File: config.mk
export PLATFORM = sky130hd
export DESIGN_NAME = bwsfe_dev_flat
export DESIGN_NICKNAME = d
export VERILOG_FILES = /design/src/hw/bwsfe_pkg.sv /design/src/hw/bwsfe_link_if.sv /design/src/hw/bwsfe_dev.sv /design/src/flat_wrapper.sv
export VERILOG_INCLUDE_DIRS = /design/src /design/src/hw
export SDC_FILE = /design/constraint.sdc
export NUM_CORES = 1
export LEC_CHECK = 0
export BUFFER_PORTS_ARGS = -buffer_cell sky130_fd_sc_hd__buf_2
export CORE_UTILIZATION = 55
export CTS_BUF_LIST = sky130_fd_sc_hd__clkbuf_8 sky130_fd_sc_hd__clkbuf_16
export DETAILED_ROUTE_END_ITERATION = 7
export PLACE_DENSITY = 0.74
export SYNTH_ARGS = -nofsm -noshare
export SYNTH_HDL_FRONTEND = slang
export SYNTH_SLANG_ARGS = --single-unit
File: constraint.sdc
create_clock -name i_mclk -period 6.6 [get_ports i_mclk]
set_input_delay 1.32 -clock i_mclk [delete_from_list [all_inputs] [get_ports i_mclk]]
set_output_delay 1.32 -clock i_mclk [all_outputs]
set_load 0.02 [all_outputs]
File: src/hw/bwsfe_consts.svh
/*
 Offsets, field positions, codes and counts of the configuration front end.
 Assumes inclusion by bare name from every file that needs a constant.
*/
`ifndef BWSFE_CONSTS_SVH
`define BWSFE_CONSTS_SVH
`define BWSFE_SYNC_WORD 32'haa995566
`define BWSFE_PAD_WORD 32'hffffffff
`define BWSFE_DET_WORD1 32'h000000bb
`define BWSFE_DET_WORD2 32'h11220044
`define BWSFE_DET_FIRST 8'hbb
`define BWSFE_DET_X8 8'h11
`define BWSFE_DET_X16 8'h22
`define BWSFE_DET_X32 8'h44
`define BWSFE_PAD_COUNT 16
`define BWSFE_GAP_COUNT 2
`define BWSFE_TYPE_HI 31
`define BWSFE_TYPE_LO 29
`define BWSFE_OP_HI 28
`define BWSFE_OP_LO 27
`define BWSFE_REG_HI 17
`define BWSFE_REG_LO 13
`define BWSFE_CNT1_HI 10
`define BWSFE_CNT2_HI 26
`define BWSFE_CMD_HI 4
`define BWSFE_TYPE1 3'h1
`define BWSFE_TYPE2 3'h2
`define BWSFE_OP_WRITE 2'h2
`define BWSFE_REG_FAR 5'h01
`define BWSFE_REG_FDRI 5'h02
`define BWSFE_REG_CMD 5'h04
`define BWSFE_REG_WARM_BOOT_START_ADDR 5'h10
`define BWSFE_REG_TIMER 5'h11
`define BWSFE_CMD_NULL 5'h00
`define BWSFE_CMD_CRC_CLEAR 5'h07
`define BWSFE_CMD_INTERNAL_REPROGRAM_CMD 5'h0f
`define BWSFE_CRC_POLY 32'h1edc6f41
`define BWSFE_FRAME_WORDS 16
`endif

File: src/hw/bwsfe_pkg.sv
/*
 Types of the configuration front end: widths and state encodings.
 Assumes nothing of its surroundings.
*/
package bwsfe_pkg;
    typedef enum logic [1:0] {BWSFE_W8 = 2'h0, BWSFE_W16 = 2'h1, BWSFE_W32 = 2'h2} bwsfe_width_t;
    typedef enum logic [3:0] {
        BWSFE_HUNT = 4'h1, BWSFE_PAIR = 4'h2, BWSFE_SYNC = 4'h4, BWSFE_RUN = 4'h8
    } bwsfe_link_st_t;
    typedef enum logic [1:0] {BWSFE_HDR = 2'h1, BWSFE_PAY = 2'h2} bwsfe_dec_st_t;
    typedef enum logic [5:0] {
        BWSFE_H_IDLE = 6'h01, BWSFE_H_PAD = 6'h02, BWSFE_H_DET = 6'h04,
        BWSFE_H_GAP = 6'h08, BWSFE_H_SYNC = 6'h10, BWSFE_H_DATA = 6'h20
    } bwsfe_host_st_t;
endpackage

File: src/hw/bwsfe_link_if.sv
/*
 Configuration data port between the external master and the device.
 Assumes both ends run on the same clock; lanes above the width are unused.
*/
`timescale 1ns/1ps
`default_nettype none
interface bwsfe_link_if;
    logic [31:0] data;
    logic valid;
    logic ready;
    modport dev (input data, input valid, output ready);
    modport host (output data, output valid, input ready);
endinterface
`default_nettype wire

File: src/hw/bwsfe_dev.sv
/*
 Device end: parallel width detection, sync word hunt, word assembly, a small
 word buffer and the packet header decoder with its sample registers.
 Assumes the master shares i_mclk; serial modes deliver whole words per beat.
*/
`timescale 1ns/1ps
`default_nettype none
`include "bwsfe_consts.svh"
module bwsfe_dev
    import bwsfe_pkg::*;
#(
    parameter int BUF_DEPTH = 2,
    parameter int FRAME_WORDS = `BWSFE_FRAME_WORDS,
    parameter logic [4:0] INTERNAL_REPROGRAM_CMD_CODE = `BWSFE_CMD_INTERNAL_REPROGRAM_CMD
)(
    input wire logic i_mclk,
    input wire logic i_reset,
    input wire logic i_program_pulse,
    input wire logic i_jtag_reprogram_instr,
    input wire logic i_serial_mode,
    bwsfe_link_if.dev link,
    output logic [1:0] o_width,
    output logic o_width_locked,
    output logic o_synced,
    output logic [31:0] o_pkt_data,
    output logic [4:0] o_pkt_reg,
    output logic o_pkt_valid,
    input wire logic i_pkt_ready,
    output logic [31:0] o_timer,
    output logic [31:0] o_warm_boot_start_addr,
    output logic [31:0] o_frame_address_reg,
    output logic o_crc_clear_cmd,
    output logic o_internal_reprogram_cmd,
    output logic [31:0] o_crc,
    output logic o_frame_done,
    output logic o_partial_frame
);
    localparam int PW = $clog2(BUF_DEPTH);
    localparam int FW = $clog2(FRAME_WORDS + 1);

    if (BUF_DEPTH < 2 || (BUF_DEPTH & (BUF_DEPTH - 1)) != 0 || FRAME_WORDS < 1)
    begin : g_bad_param
        $error("BUF_DEPTH must be a power of two >= 2 and FRAME_WORDS >= 1");
    end
    if (INTERNAL_REPROGRAM_CMD_CODE == `BWSFE_CMD_NULL || INTERNAL_REPROGRAM_CMD_CODE == `BWSFE_CMD_CRC_CLEAR)
    begin : g_bad_code
        $error("INTERNAL_REPROGRAM_CMD_CODE must differ from the null and CRC clear codes");
    end

    function automatic logic [31:0] shift_in(input logic [31:0] acc, input logic [31:0] d,
                                             input bwsfe_width_t w);
        case (w)
            BWSFE_W8: shift_in = {acc[23:0], d[7:0]};
            BWSFE_W16: shift_in = {acc[15:0], d[15:0]};
            default: shift_in = d;
        endcase
    endfunction

    function automatic logic is_last(input logic [1:0] cnt, input bwsfe_width_t w);
        case (w)
            BWSFE_W8: is_last = cnt == 2'h3;
            BWSFE_W16: is_last = cnt[0];
            default: is_last = 1'b1;
        endcase
    endfunction

    function automatic logic [31:0] crc_step(input logic [31:0] crc, input logic [31:0] d);
        logic [31:0] c;
        c = crc;
        for (int i = 31; i >= 0; i--)
            c = {c[30:0], 1'b0} ^ ((c[31] ^ d[i]) ? `BWSFE_CRC_POLY : 32'h0);
        crc_step = c;
    endfunction

    bwsfe_link_st_t st_q, st_d;
    bwsfe_width_t width_q, width_d;
    bwsfe_dec_st_t dst_q;
    logic [31:0] acc_q, acc_next, rd_word, crc_q, timer_q, warm_boot_start_addr_q, far_q, pkt_data_q;
    logic [31:0] mem_q [BUF_DEPTH];
    logic [1:0] cnt_q;
    logic [7:0] low_byte;
    logic [PW-1:0] wp_q, rp_q;
    logic [PW:0] fill_q;
    logic [FW-1:0] frame_cnt_q;
    logic [26:0] left_q;
    logic [4:0] reg_q, pkt_reg_q, cmd_code;
    logic clr, beat, last_beat, sync_hit, word_push, buf_wr_rdy, rd_vld, pop;
    logic hdr_pop, pay_pop, is_write1, is_type2, hdr_act, pay_last, cmd_wr, fdri_wr;
    logic frame_last, crc_clr, internal_reprogram_cmd_q, crc_clr_q, pkt_vld_q, frame_done_q, partial_q;

    // Link side: detection, sync hunt, word assembly
    assign clr = i_reset | i_program_pulse | i_jtag_reprogram_instr | internal_reprogram_cmd_q;
    assign low_byte = link.data[7:0];
    assign acc_next = shift_in(acc_q, link.data, width_q);
    assign sync_hit = acc_next == `BWSFE_SYNC_WORD;
    assign last_beat = is_last(cnt_q, width_q);
    assign link.ready = (st_q != BWSFE_RUN) || !last_beat || buf_wr_rdy;
    assign beat = link.valid && link.ready;
    assign word_push = beat && st_q == BWSFE_RUN && last_beat;

    always_comb
    begin
        st_d = st_q;
        width_d = width_q;
        case (st_q)
            BWSFE_HUNT:
            begin
                if (i_serial_mode)
                begin
                    st_d = BWSFE_SYNC;
                    width_d = BWSFE_W32;
                end
                else if (beat && low_byte == `BWSFE_DET_FIRST)
                    st_d = BWSFE_PAIR;
            end
            BWSFE_PAIR:
            begin
                if (beat)
                begin
                    st_d = BWSFE_SYNC;
                    case (low_byte)
                        `BWSFE_DET_X8: width_d = BWSFE_W8;
                        `BWSFE_DET_X16: width_d = BWSFE_W16;
                        `BWSFE_DET_X32: width_d = BWSFE_W32;
                        default: st_d = BWSFE_HUNT;
                    endcase
                end
            end
            BWSFE_SYNC: if (beat && sync_hit) st_d = BWSFE_RUN;
            BWSFE_RUN: st_d = st_q;
            default: st_d = BWSFE_HUNT;
        endcase
    end

    always_ff @(posedge i_mclk)
    begin
        if (clr)
        begin
            st_q <= BWSFE_HUNT;
            width_q <= BWSFE_W32;
            acc_q <= 32'h0;
            cnt_q <= 2'h0;
        end
        else
        begin
            st_q <= st_d;
            width_q <= width_d;
            if (beat)
                acc_q <= acc_next;
            if (st_q != BWSFE_RUN)
                cnt_q <= 2'h0;
            else if (beat)
                cnt_q <= last_beat ? 2'h0 : cnt_q + 2'h1;
        end
    end

    // Word buffer; a full buffer stalls the link on a word's last beat
    assign buf_wr_rdy = fill_q != (PW + 1)'(BUF_DEPTH);
    assign rd_vld = fill_q != '0;
    assign rd_word = mem_q[rp_q];

    always_ff @(posedge i_mclk)
    begin
        if (clr)
        begin
            wp_q <= '0;
            rp_q <= '0;
            fill_q <= '0;
        end
        else
        begin
            if (word_push)
            begin
                mem_q[wp_q] <= acc_next;
                wp_q <= wp_q + PW'(1);
            end
            if (pop)
                rp_q <= rp_q + PW'(1);
            fill_q <= fill_q + (PW + 1)'(word_push) - (PW + 1)'(pop);
        end
    end

    // Packet decoder
    assign pop = rd_vld && (dst_q == BWSFE_HDR || !pkt_vld_q || i_pkt_ready);
    assign hdr_pop = pop && dst_q == BWSFE_HDR;
    assign pay_pop = pop && dst_q == BWSFE_PAY;
    assign is_write1 = rd_word[`BWSFE_TYPE_HI:`BWSFE_TYPE_LO] == `BWSFE_TYPE1 &&
                       rd_word[`BWSFE_OP_HI:`BWSFE_OP_LO] == `BWSFE_OP_WRITE;
    assign is_type2 = rd_word[`BWSFE_TYPE_HI:`BWSFE_TYPE_LO] == `BWSFE_TYPE2 &&
                      rd_word[`BWSFE_OP_HI:`BWSFE_OP_LO] == `BWSFE_OP_WRITE;
    assign hdr_act = hdr_pop && (is_write1 || is_type2);
    assign pay_last = left_q == 27'h1;
    assign cmd_code = rd_word[`BWSFE_CMD_HI:0];
    assign cmd_wr = pay_pop && reg_q == `BWSFE_REG_CMD;
    assign crc_clr = cmd_wr && cmd_code == `BWSFE_CMD_CRC_CLEAR;
    assign fdri_wr = pay_pop && reg_q == `BWSFE_REG_FDRI;
    assign frame_last = frame_cnt_q == FW'(FRAME_WORDS - 1);

    always_ff @(posedge i_mclk)
    begin
        if (clr)
        begin
            dst_q <= BWSFE_HDR;
            reg_q <= 5'h00;
            left_q <= 27'h0;
        end
        else if (hdr_act && is_write1)
        begin
            reg_q <= rd_word[`BWSFE_REG_HI:`BWSFE_REG_LO];
            left_q <= {16'h0, rd_word[`BWSFE_CNT1_HI:0]};
            if (rd_word[`BWSFE_CNT1_HI:0] != 11'h0)
                dst_q <= BWSFE_PAY;
        end
        else if (hdr_act && rd_word[`BWSFE_CNT2_HI:0] != 27'h0)
        begin
            left_q <= rd_word[`BWSFE_CNT2_HI:0];
            dst_q <= BWSFE_PAY;
        end
        else if (pay_pop)
        begin
            left_q <= left_q - 27'h1;
            if (pay_last)
                dst_q <= BWSFE_HDR;
        end
    end

    always_ff @(posedge i_mclk)
    begin
        if (i_reset)
        begin
            timer_q <= 32'h0;
            warm_boot_start_addr_q <= 32'h0;
            far_q <= 32'h0;
        end
        else if (pay_pop)
        begin
            case (reg_q)
                `BWSFE_REG_TIMER: timer_q <= rd_word;
                `BWSFE_REG_WARM_BOOT_START_ADDR: warm_boot_start_addr_q <= rd_word;
                `BWSFE_REG_FAR: far_q <= rd_word;
                default: far_q <= far_q;
            endcase
        end
    end

    always_ff @(posedge i_mclk)
    begin
        if (i_reset)
        begin
            internal_reprogram_cmd_q <= 1'b0;
            crc_clr_q <= 1'b0;
        end
        else
        begin
            // The null code matches neither action and passes with no effect
            internal_reprogram_cmd_q <= cmd_wr && cmd_code == INTERNAL_REPROGRAM_CMD_CODE;
            crc_clr_q <= crc_clr;
        end
    end

    always_ff @(posedge i_mclk)
    begin
        if (clr || crc_clr)
            crc_q <= 32'h0;
        else if (pop)
            crc_q <= crc_step(crc_q, rd_word);
    end

    always_ff @(posedge i_mclk)
    begin
        if (clr)
        begin
            frame_cnt_q <= '0;
            frame_done_q <= 1'b0;
            partial_q <= 1'b0;
        end
        else
        begin
            frame_done_q <= fdri_wr && frame_last;
            if (fdri_wr)
                frame_cnt_q <= frame_last ? '0 : frame_cnt_q + FW'(1);
            if (fdri_wr && pay_last && !frame_last)
                partial_q <= 1'b1;
        end
    end

    always_ff @(posedge i_mclk)
    begin
        if (clr)
        begin
            pkt_vld_q <= 1'b0;
            pkt_data_q <= 32'h0;
            pkt_reg_q <= 5'h00;
        end
        else if (pay_pop)
        begin
            pkt_vld_q <= 1'b1;
            pkt_data_q <= rd_word;
            pkt_reg_q <= reg_q;
        end
        else if (i_pkt_ready)
            pkt_vld_q <= 1'b0;
    end

    assign o_width = width_q;
    assign o_width_locked = st_q == BWSFE_SYNC || st_q == BWSFE_RUN;
    assign o_synced = st_q == BWSFE_RUN;
    assign o_pkt_data = pkt_data_q;
    assign o_pkt_reg = pkt_reg_q;
    assign o_pkt_valid = pkt_vld_q;
    assign o_timer = timer_q;
    assign o_warm_boot_start_addr = warm_boot_start_addr_q;
    assign o_frame_address_reg = far_q;
    assign o_crc_clear_cmd = crc_clr_q;
    assign o_internal_reprogram_cmd = internal_reprogram_cmd_q;
    assign o_crc = crc_q;
    assign o_frame_done = frame_done_q;
    assign o_partial_frame = partial_q;
endmodule // bwsfe_dev
`default_nettype wire

File: src/flat_wrapper.sv
// flat-port wrapper written by rule: the top's interface ports become plain ports
module bwsfe_dev_flat import bwsfe_pkg::*;
#(
    parameter int BUF_DEPTH = 2,
    parameter int FRAME_WORDS = `BWSFE_FRAME_WORDS,
    parameter logic [4:0] INTERNAL_REPROGRAM_CMD_CODE = `BWSFE_CMD_INTERNAL_REPROGRAM_CMD
)
  (i_mclk, i_reset, i_program_pulse, i_jtag_reprogram_instr, i_serial_mode, o_width, o_width_locked, o_synced, o_pkt_data, o_pkt_reg, o_pkt_valid, i_pkt_ready, o_timer, o_warm_boot_start_addr, o_frame_address_reg, o_crc_clear_cmd, o_internal_reprogram_cmd, o_crc, o_frame_done, o_partial_frame, link_data, link_valid, link_ready);
  bwsfe_link_if link_i ();
  input wire logic i_mclk;
  input wire logic i_reset;
  input wire logic i_program_pulse;
  input wire logic i_jtag_reprogram_instr;
  input wire logic i_serial_mode;
  output logic [1:0] o_width;
  output logic o_width_locked;
  output logic o_synced;
  output logic [31:0] o_pkt_data;
  output logic [4:0] o_pkt_reg;
  output logic o_pkt_valid;
  input wire logic i_pkt_ready;
  output logic [31:0] o_timer;
  output logic [31:0] o_warm_boot_start_addr;
  output logic [31:0] o_frame_address_reg;
  output logic o_crc_clear_cmd;
  output logic o_internal_reprogram_cmd;
  output logic [31:0] o_crc;
  output logic o_frame_done;
  output logic o_partial_frame;
  input wire logic [$bits(link_i.data)-1:0] link_data;
  input wire logic [$bits(link_i.valid)-1:0] link_valid;
  output wire logic [$bits(link_i.ready)-1:0] link_ready;
  assign link_i.data = link_data;
  assign link_i.valid = link_valid;
  assign link_ready = link_i.ready;
  bwsfe_dev #(.BUF_DEPTH(BUF_DEPTH), .FRAME_WORDS(FRAME_WORDS), .INTERNAL_REPROGRAM_CMD_CODE(INTERNAL_REPROGRAM_CMD_CODE)) u_core (.i_mclk(i_mclk), .i_reset(i_reset), .i_program_pulse(i_program_pulse), .i_jtag_reprogram_instr(i_jtag_reprogram_instr), .i_serial_mode(i_serial_mode), .link(link_i), .o_width(o_width), .o_width_locked(o_width_locked), .o_synced(o_synced), .o_pkt_data(o_pkt_data), .o_pkt_reg(o_pkt_reg), .o_pkt_valid(o_pkt_valid), .i_pkt_ready(i_pkt_ready), .o_timer(o_timer), .o_warm_boot_start_addr(o_warm_boot_start_addr), .o_frame_address_reg(o_frame_address_reg), .o_crc_clear_cmd(o_crc_clear_cmd), .o_internal_reprogram_cmd(o_internal_reprogram_cmd), .o_crc(o_crc), .o_frame_done(o_frame_done), .o_partial_frame(o_partial_frame));
endmodule
### After elaboration in Yosys (flattened, before gate mapping)

Memories as Yosys holds them, arrays and structs flattened. A register that Yosys moved wholly into a read port is not among the register bits.
Index checks and enable logic that the tools add are counted.
Widths: inputs -> output; s select.

* register bits: 245
* RAM bits: 64
* logic and storage cells: 241
* memories: 1

* $add $sub $neg: 7
* equal/unequal tests: 33
* mux-type cells: 61
* bitwise logic cells: 68
* reductions and logical operators: 48

Memory list
* u_core.mem_q: depth 2, width 32, read ports 1, clocked after Yosys merged registers in 1, write ports 1, RTL line bwsfe_dev.sv:79 `logic [31:0] mem_q [BUF_DEPTH];`

Operator list (number)
* $xor 32x32->32: 32
* $mux 29: 32
* $pmux 32 s2: 1
* $mux 27: 2
* $eq 32x32->1 const B: 1
* $xor 1x1->1: 32
* $eq 27x1->1 const B: 1
* $reduce_bool 27->1: 1
* $sub 27x1->27 const B: 1
* $logic_and 1x1->1: 20
* $mux 2: 8
* $mux 4: 4
* $pmux 4 s4: 1
* $mux 11: 1
* $reduce_bool 11->1: 1
* $eq 5x3->1 const B: 2
* $eq 5x4->1 const B: 2
* $eq 5x5->1 const B: 2
* $eq 8x5->1 const B: 1
* $eq 8x6->1 const B: 1
* $eq 8x7->1 const B: 1
* $eq 8x8->1 const B: 1
* $reduce_and 4->1: 2
* $reduce_bool 2->1: 4
* 36 further kinds: 63

### Logic depth before layout (Yosys ltp)

* word-level depth: 96
* mapped depth: 19
* mapped depth without buffers: 14

### Worst setup path after synthesis

OpenSTA, ideal clock, no wires.

* kind: flip-flop to flip-flop
* from: register (tool-made name)
* to: register u_core.crc_q[27] (netlist: u_core.o_crc[27])
* setup time: 0.079 ns
* arrival time: 5.356 ns
* data required time: 6.521 ns
* slack: 1.164 ns
* cell stages (with the launch flop): 18
* period minus slack after synthesis: 5.436 ns
* cells stage by stage: dfxtp_1 buf_4 buf_12 mux2i_2 xnor2_4 xnor3_1 xnor2_1 xnor3_2 xnor3_2 xor2_2 xnor3_2 xnor3_1 xor3_1 buf_4 xor2_4 xnor2_2 xnor2_1 a211oi_2

RTL lines
* to (signal assigned): RTL line bwsfe_dev.sv:266 `crc_q <= crc_step(crc_q, rd_word);`
* to (decl): RTL line bwsfe_dev.sv:78 `logic [31:0] acc_q, acc_next, rd_word, crc_q, timer_q, warm_boot_start_addr_q, far_q, pkt_data_q;`

==> metrics.cfg <==
[cts]
hold_buffers = 0
cts.path.max_buffers = 3
cts_made_buffers = 34
clock_latency_ns = 0.52
path_clk_slew_ns = 0.06
root_buffer = clkbuf_16
htree_levels = 2
ctsResizeCount = 0
postCtsSetupBuffers = 0
clock_sinks = 310
cts_tree = built

[floorplanning]
pin_count = 214
start_util = 0.559
die_x_um = 176
die-area_um2 = 30900
row_count = 63
die_y_um = 176
coreArea_um2 = 29700

[placement]
gp_congestion = 0.958
port_buffers = 213
hpwl_mm = 37.4

[sta]
report.final.slew_viol_count = 0
rsz0062_at_grt = no
post-route-period-util = 0.937
period_needed_ns = 6.19
hold_viol_final = 0
whs_ns = 0.443
finalClockSkew_ns = 0.0174
fmaxAchievable_mhz = 162
tightest_slew_ns = 1.28
relSlewSlack = 0.119
fin_tns_setup_ns = 0
setup_viol = 0

[route]
vias = 12900
drc_errors = 0
firstDrtPassIters = 7
routed_wirelength_mm = 51.3
drt_iter0_drc = 1229
wire_per_inst_um = 23.0
ant_nets = 0
viasPerCell = 5.80

[synth]
syn_area_um2 = 16600
syn_inst = 1591
synth_cell_types = 65
synth_nets = 1636
async_reset_ff_frac = 0
synth-edff-count = 64
synth_ff_type = dfxtp_1
synth_area_per_cell_um2 = 10.4
yosys.area_share.simple = 0.121
muxShareOfSynthArea = 0.0425
synth_compound_area_frac = 0.119
synth-xor-area-share = 0.275
ys_ff_latch = 310
ys_seq_area_frac = 0.412
synth_top_family_by_area = XOR/XNOR gates
synthAdderAreaFrac = 0.00452
yosysWarningCount = 0

[cells_and_area]
fill_cells = 2383
diodes = 0
synthToLayoutAreaGrowth_pct = 16.6
final_util = 0.652
final_nets = 1859
largest_reg_flops = 64
largest-register = u_core.mem_q
drive_gt1_frac = 0.225

[worst_setup_path]
end_kind = flop
start_kind = flop
arrival_ns = 6.57
path_class = flop to flop
required_ns = 6.98
path_max_fanout = 11

[global_route]
grt_pass1_wl_mm = 76.1
grt_pass1_vias = 12100
grt_max_degree = 98
grt_use_total = 0.332
antenna_found_initial = 1
overflow = 0

[power]
power_density_nw_per_um2 = 196
power_leakage_nw = 7.65
ir_drop_uv = 163
p_total_mw = 3.79

[outcome]
status = finished, final reports clean

[job]
cap_violations = 0

[hold_path]
hold_path_class = flop to flop

final cells by class:
class,instances,area (um^2),share of cell area
sequential,310,6850,0.354
clock buffer,34,851,0.0439
multi-input combinational,1176,9410,0.486
timing repair buffer,276,1540,0.0795
clock inverter,24,165,0.00853
tap,390,488,0.0252
inverter,16,60.1,0.00310
stage by stage:
step | cells | setup slack, ns | cell area (um^2)
floorplan | 1591 | 1.16 | 16600
global placement | 2168 | 0.219 | 18300
detailed placement | 2168 | 0.233 | 18300
CTS | 2226 | 0.199 | 19300
global route | 2226 | 0.249 | 19400
finish | 2226 | 0.414 | 19400
path summary, 6_finish.rpt:
kind / to / start / depth (start not counted) / slack, ns
setup / recovery: u_core.o_crc[29]$_SDFFE_PP0P_ / flop / 14 / 0.41
hold / removal: u_core.frame_cnt_q[4]$_SDFFE_PP0P_ / u_core.frame_cnt_q[4]$_SDFFE_PP0P_ / 2 / 0.44
setup reg to reg: u_core.o_crc[29]$_SDFFE_PP0P_ / flop / 14 / 0.41
hold reg to reg: u_core.frame_cnt_q[4]$_SDFFE_PP0P_ / u_core.frame_cnt_q[4]$_SDFFE_PP0P_ / 2 / 0.44
where the power goes:
part           switching, mW  total, mW  internal, mW
clock network          0.775       1.76         0.984
logic                 0.0633     0.0905        0.0271
registers            0.00344       1.94          1.94
total                  0.842       3.79          2.95
critical path, stage by stage (launching register included):
cell,delay [ns]
dfxtp_2,0.62
mux2i_4,0.64
xnor2_2,0.26
xnor2_2,0.53
xnor3_1,0.43
xnor3_2,0.58
xnor3_1,0.52
xor2_1,0.22
xnor2_2,0.41
xnor3_1,0.61
xor2_2,0.37
xnor2_1,0.21
xnor3_1,0.46
nand2_1,0.10
a21oi_1,0.07
Yosys cell counts (15+ instances only):
master    count  area share
dfxtp_1     246        0.30
nor2_1      232       0.052
xnor2_1     175       0.092
a211oi_1    159       0.072
nand2_1     131       0.030
clkbuf_1     75       0.017
edfxtp_1     64        0.12
a21oi_1      60       0.018
xnor3_1      55       0.075
xor2_1       50       0.026
o21ai_0      43       0.013
mux2i_1      42       0.025
nor3_1       26      0.0078
xnor2_2      25       0.024
inv_1        15      0.0034
xor3_1       15       0.021
cells by family (layout without fill, tap and decap cells):
kind of cell | after synthesis | after routing
simple gates | 468 | 468
xor+xnor | 345 | 345
flops | 310 | 310
compound gates | 297 | 297
buf+inv | 105 | 350
mux | 60 | 60
fa+ha+maj | 6 | 6
per-layer routing:
metal	GRT usage	routed length, um	up-vias
met2	0.544	24300	551
met5	0	0	-
met4	0.0946	1480	0
met1	0.449	21600	6243
met3	0.0569	3840	101
li1	-	-	6020
placed cells by master, fill, tap and decap left out, types with 8 or more instances in the layout:
cell type,netlist,routed
inv_1,15,24
nor2_1,232,229
a21oi_1,60,60
xnor2_1,175,175
mux2i_4,6,8
mux2i_1,42,37
nand3_1,11,11
nor4_1,9,8
xnor2_4,8,8
dfxtp_1,246,245
xnor2_2,25,25
nand4_1,11,11
nand2_1,131,131
a211oi_1,159,159
xor3_1,15,15
xor2_1,50,50
mux2i_2,6,9
clkbuf_16,0,34
o21ai_0,43,43
nand2b_1,10,10
buf_4,2,63
edfxtp_1,64,64
buf_2,2,213
xnor3_1,55,55
nor3_1,26,25
(Power assumes the default switching activity.)
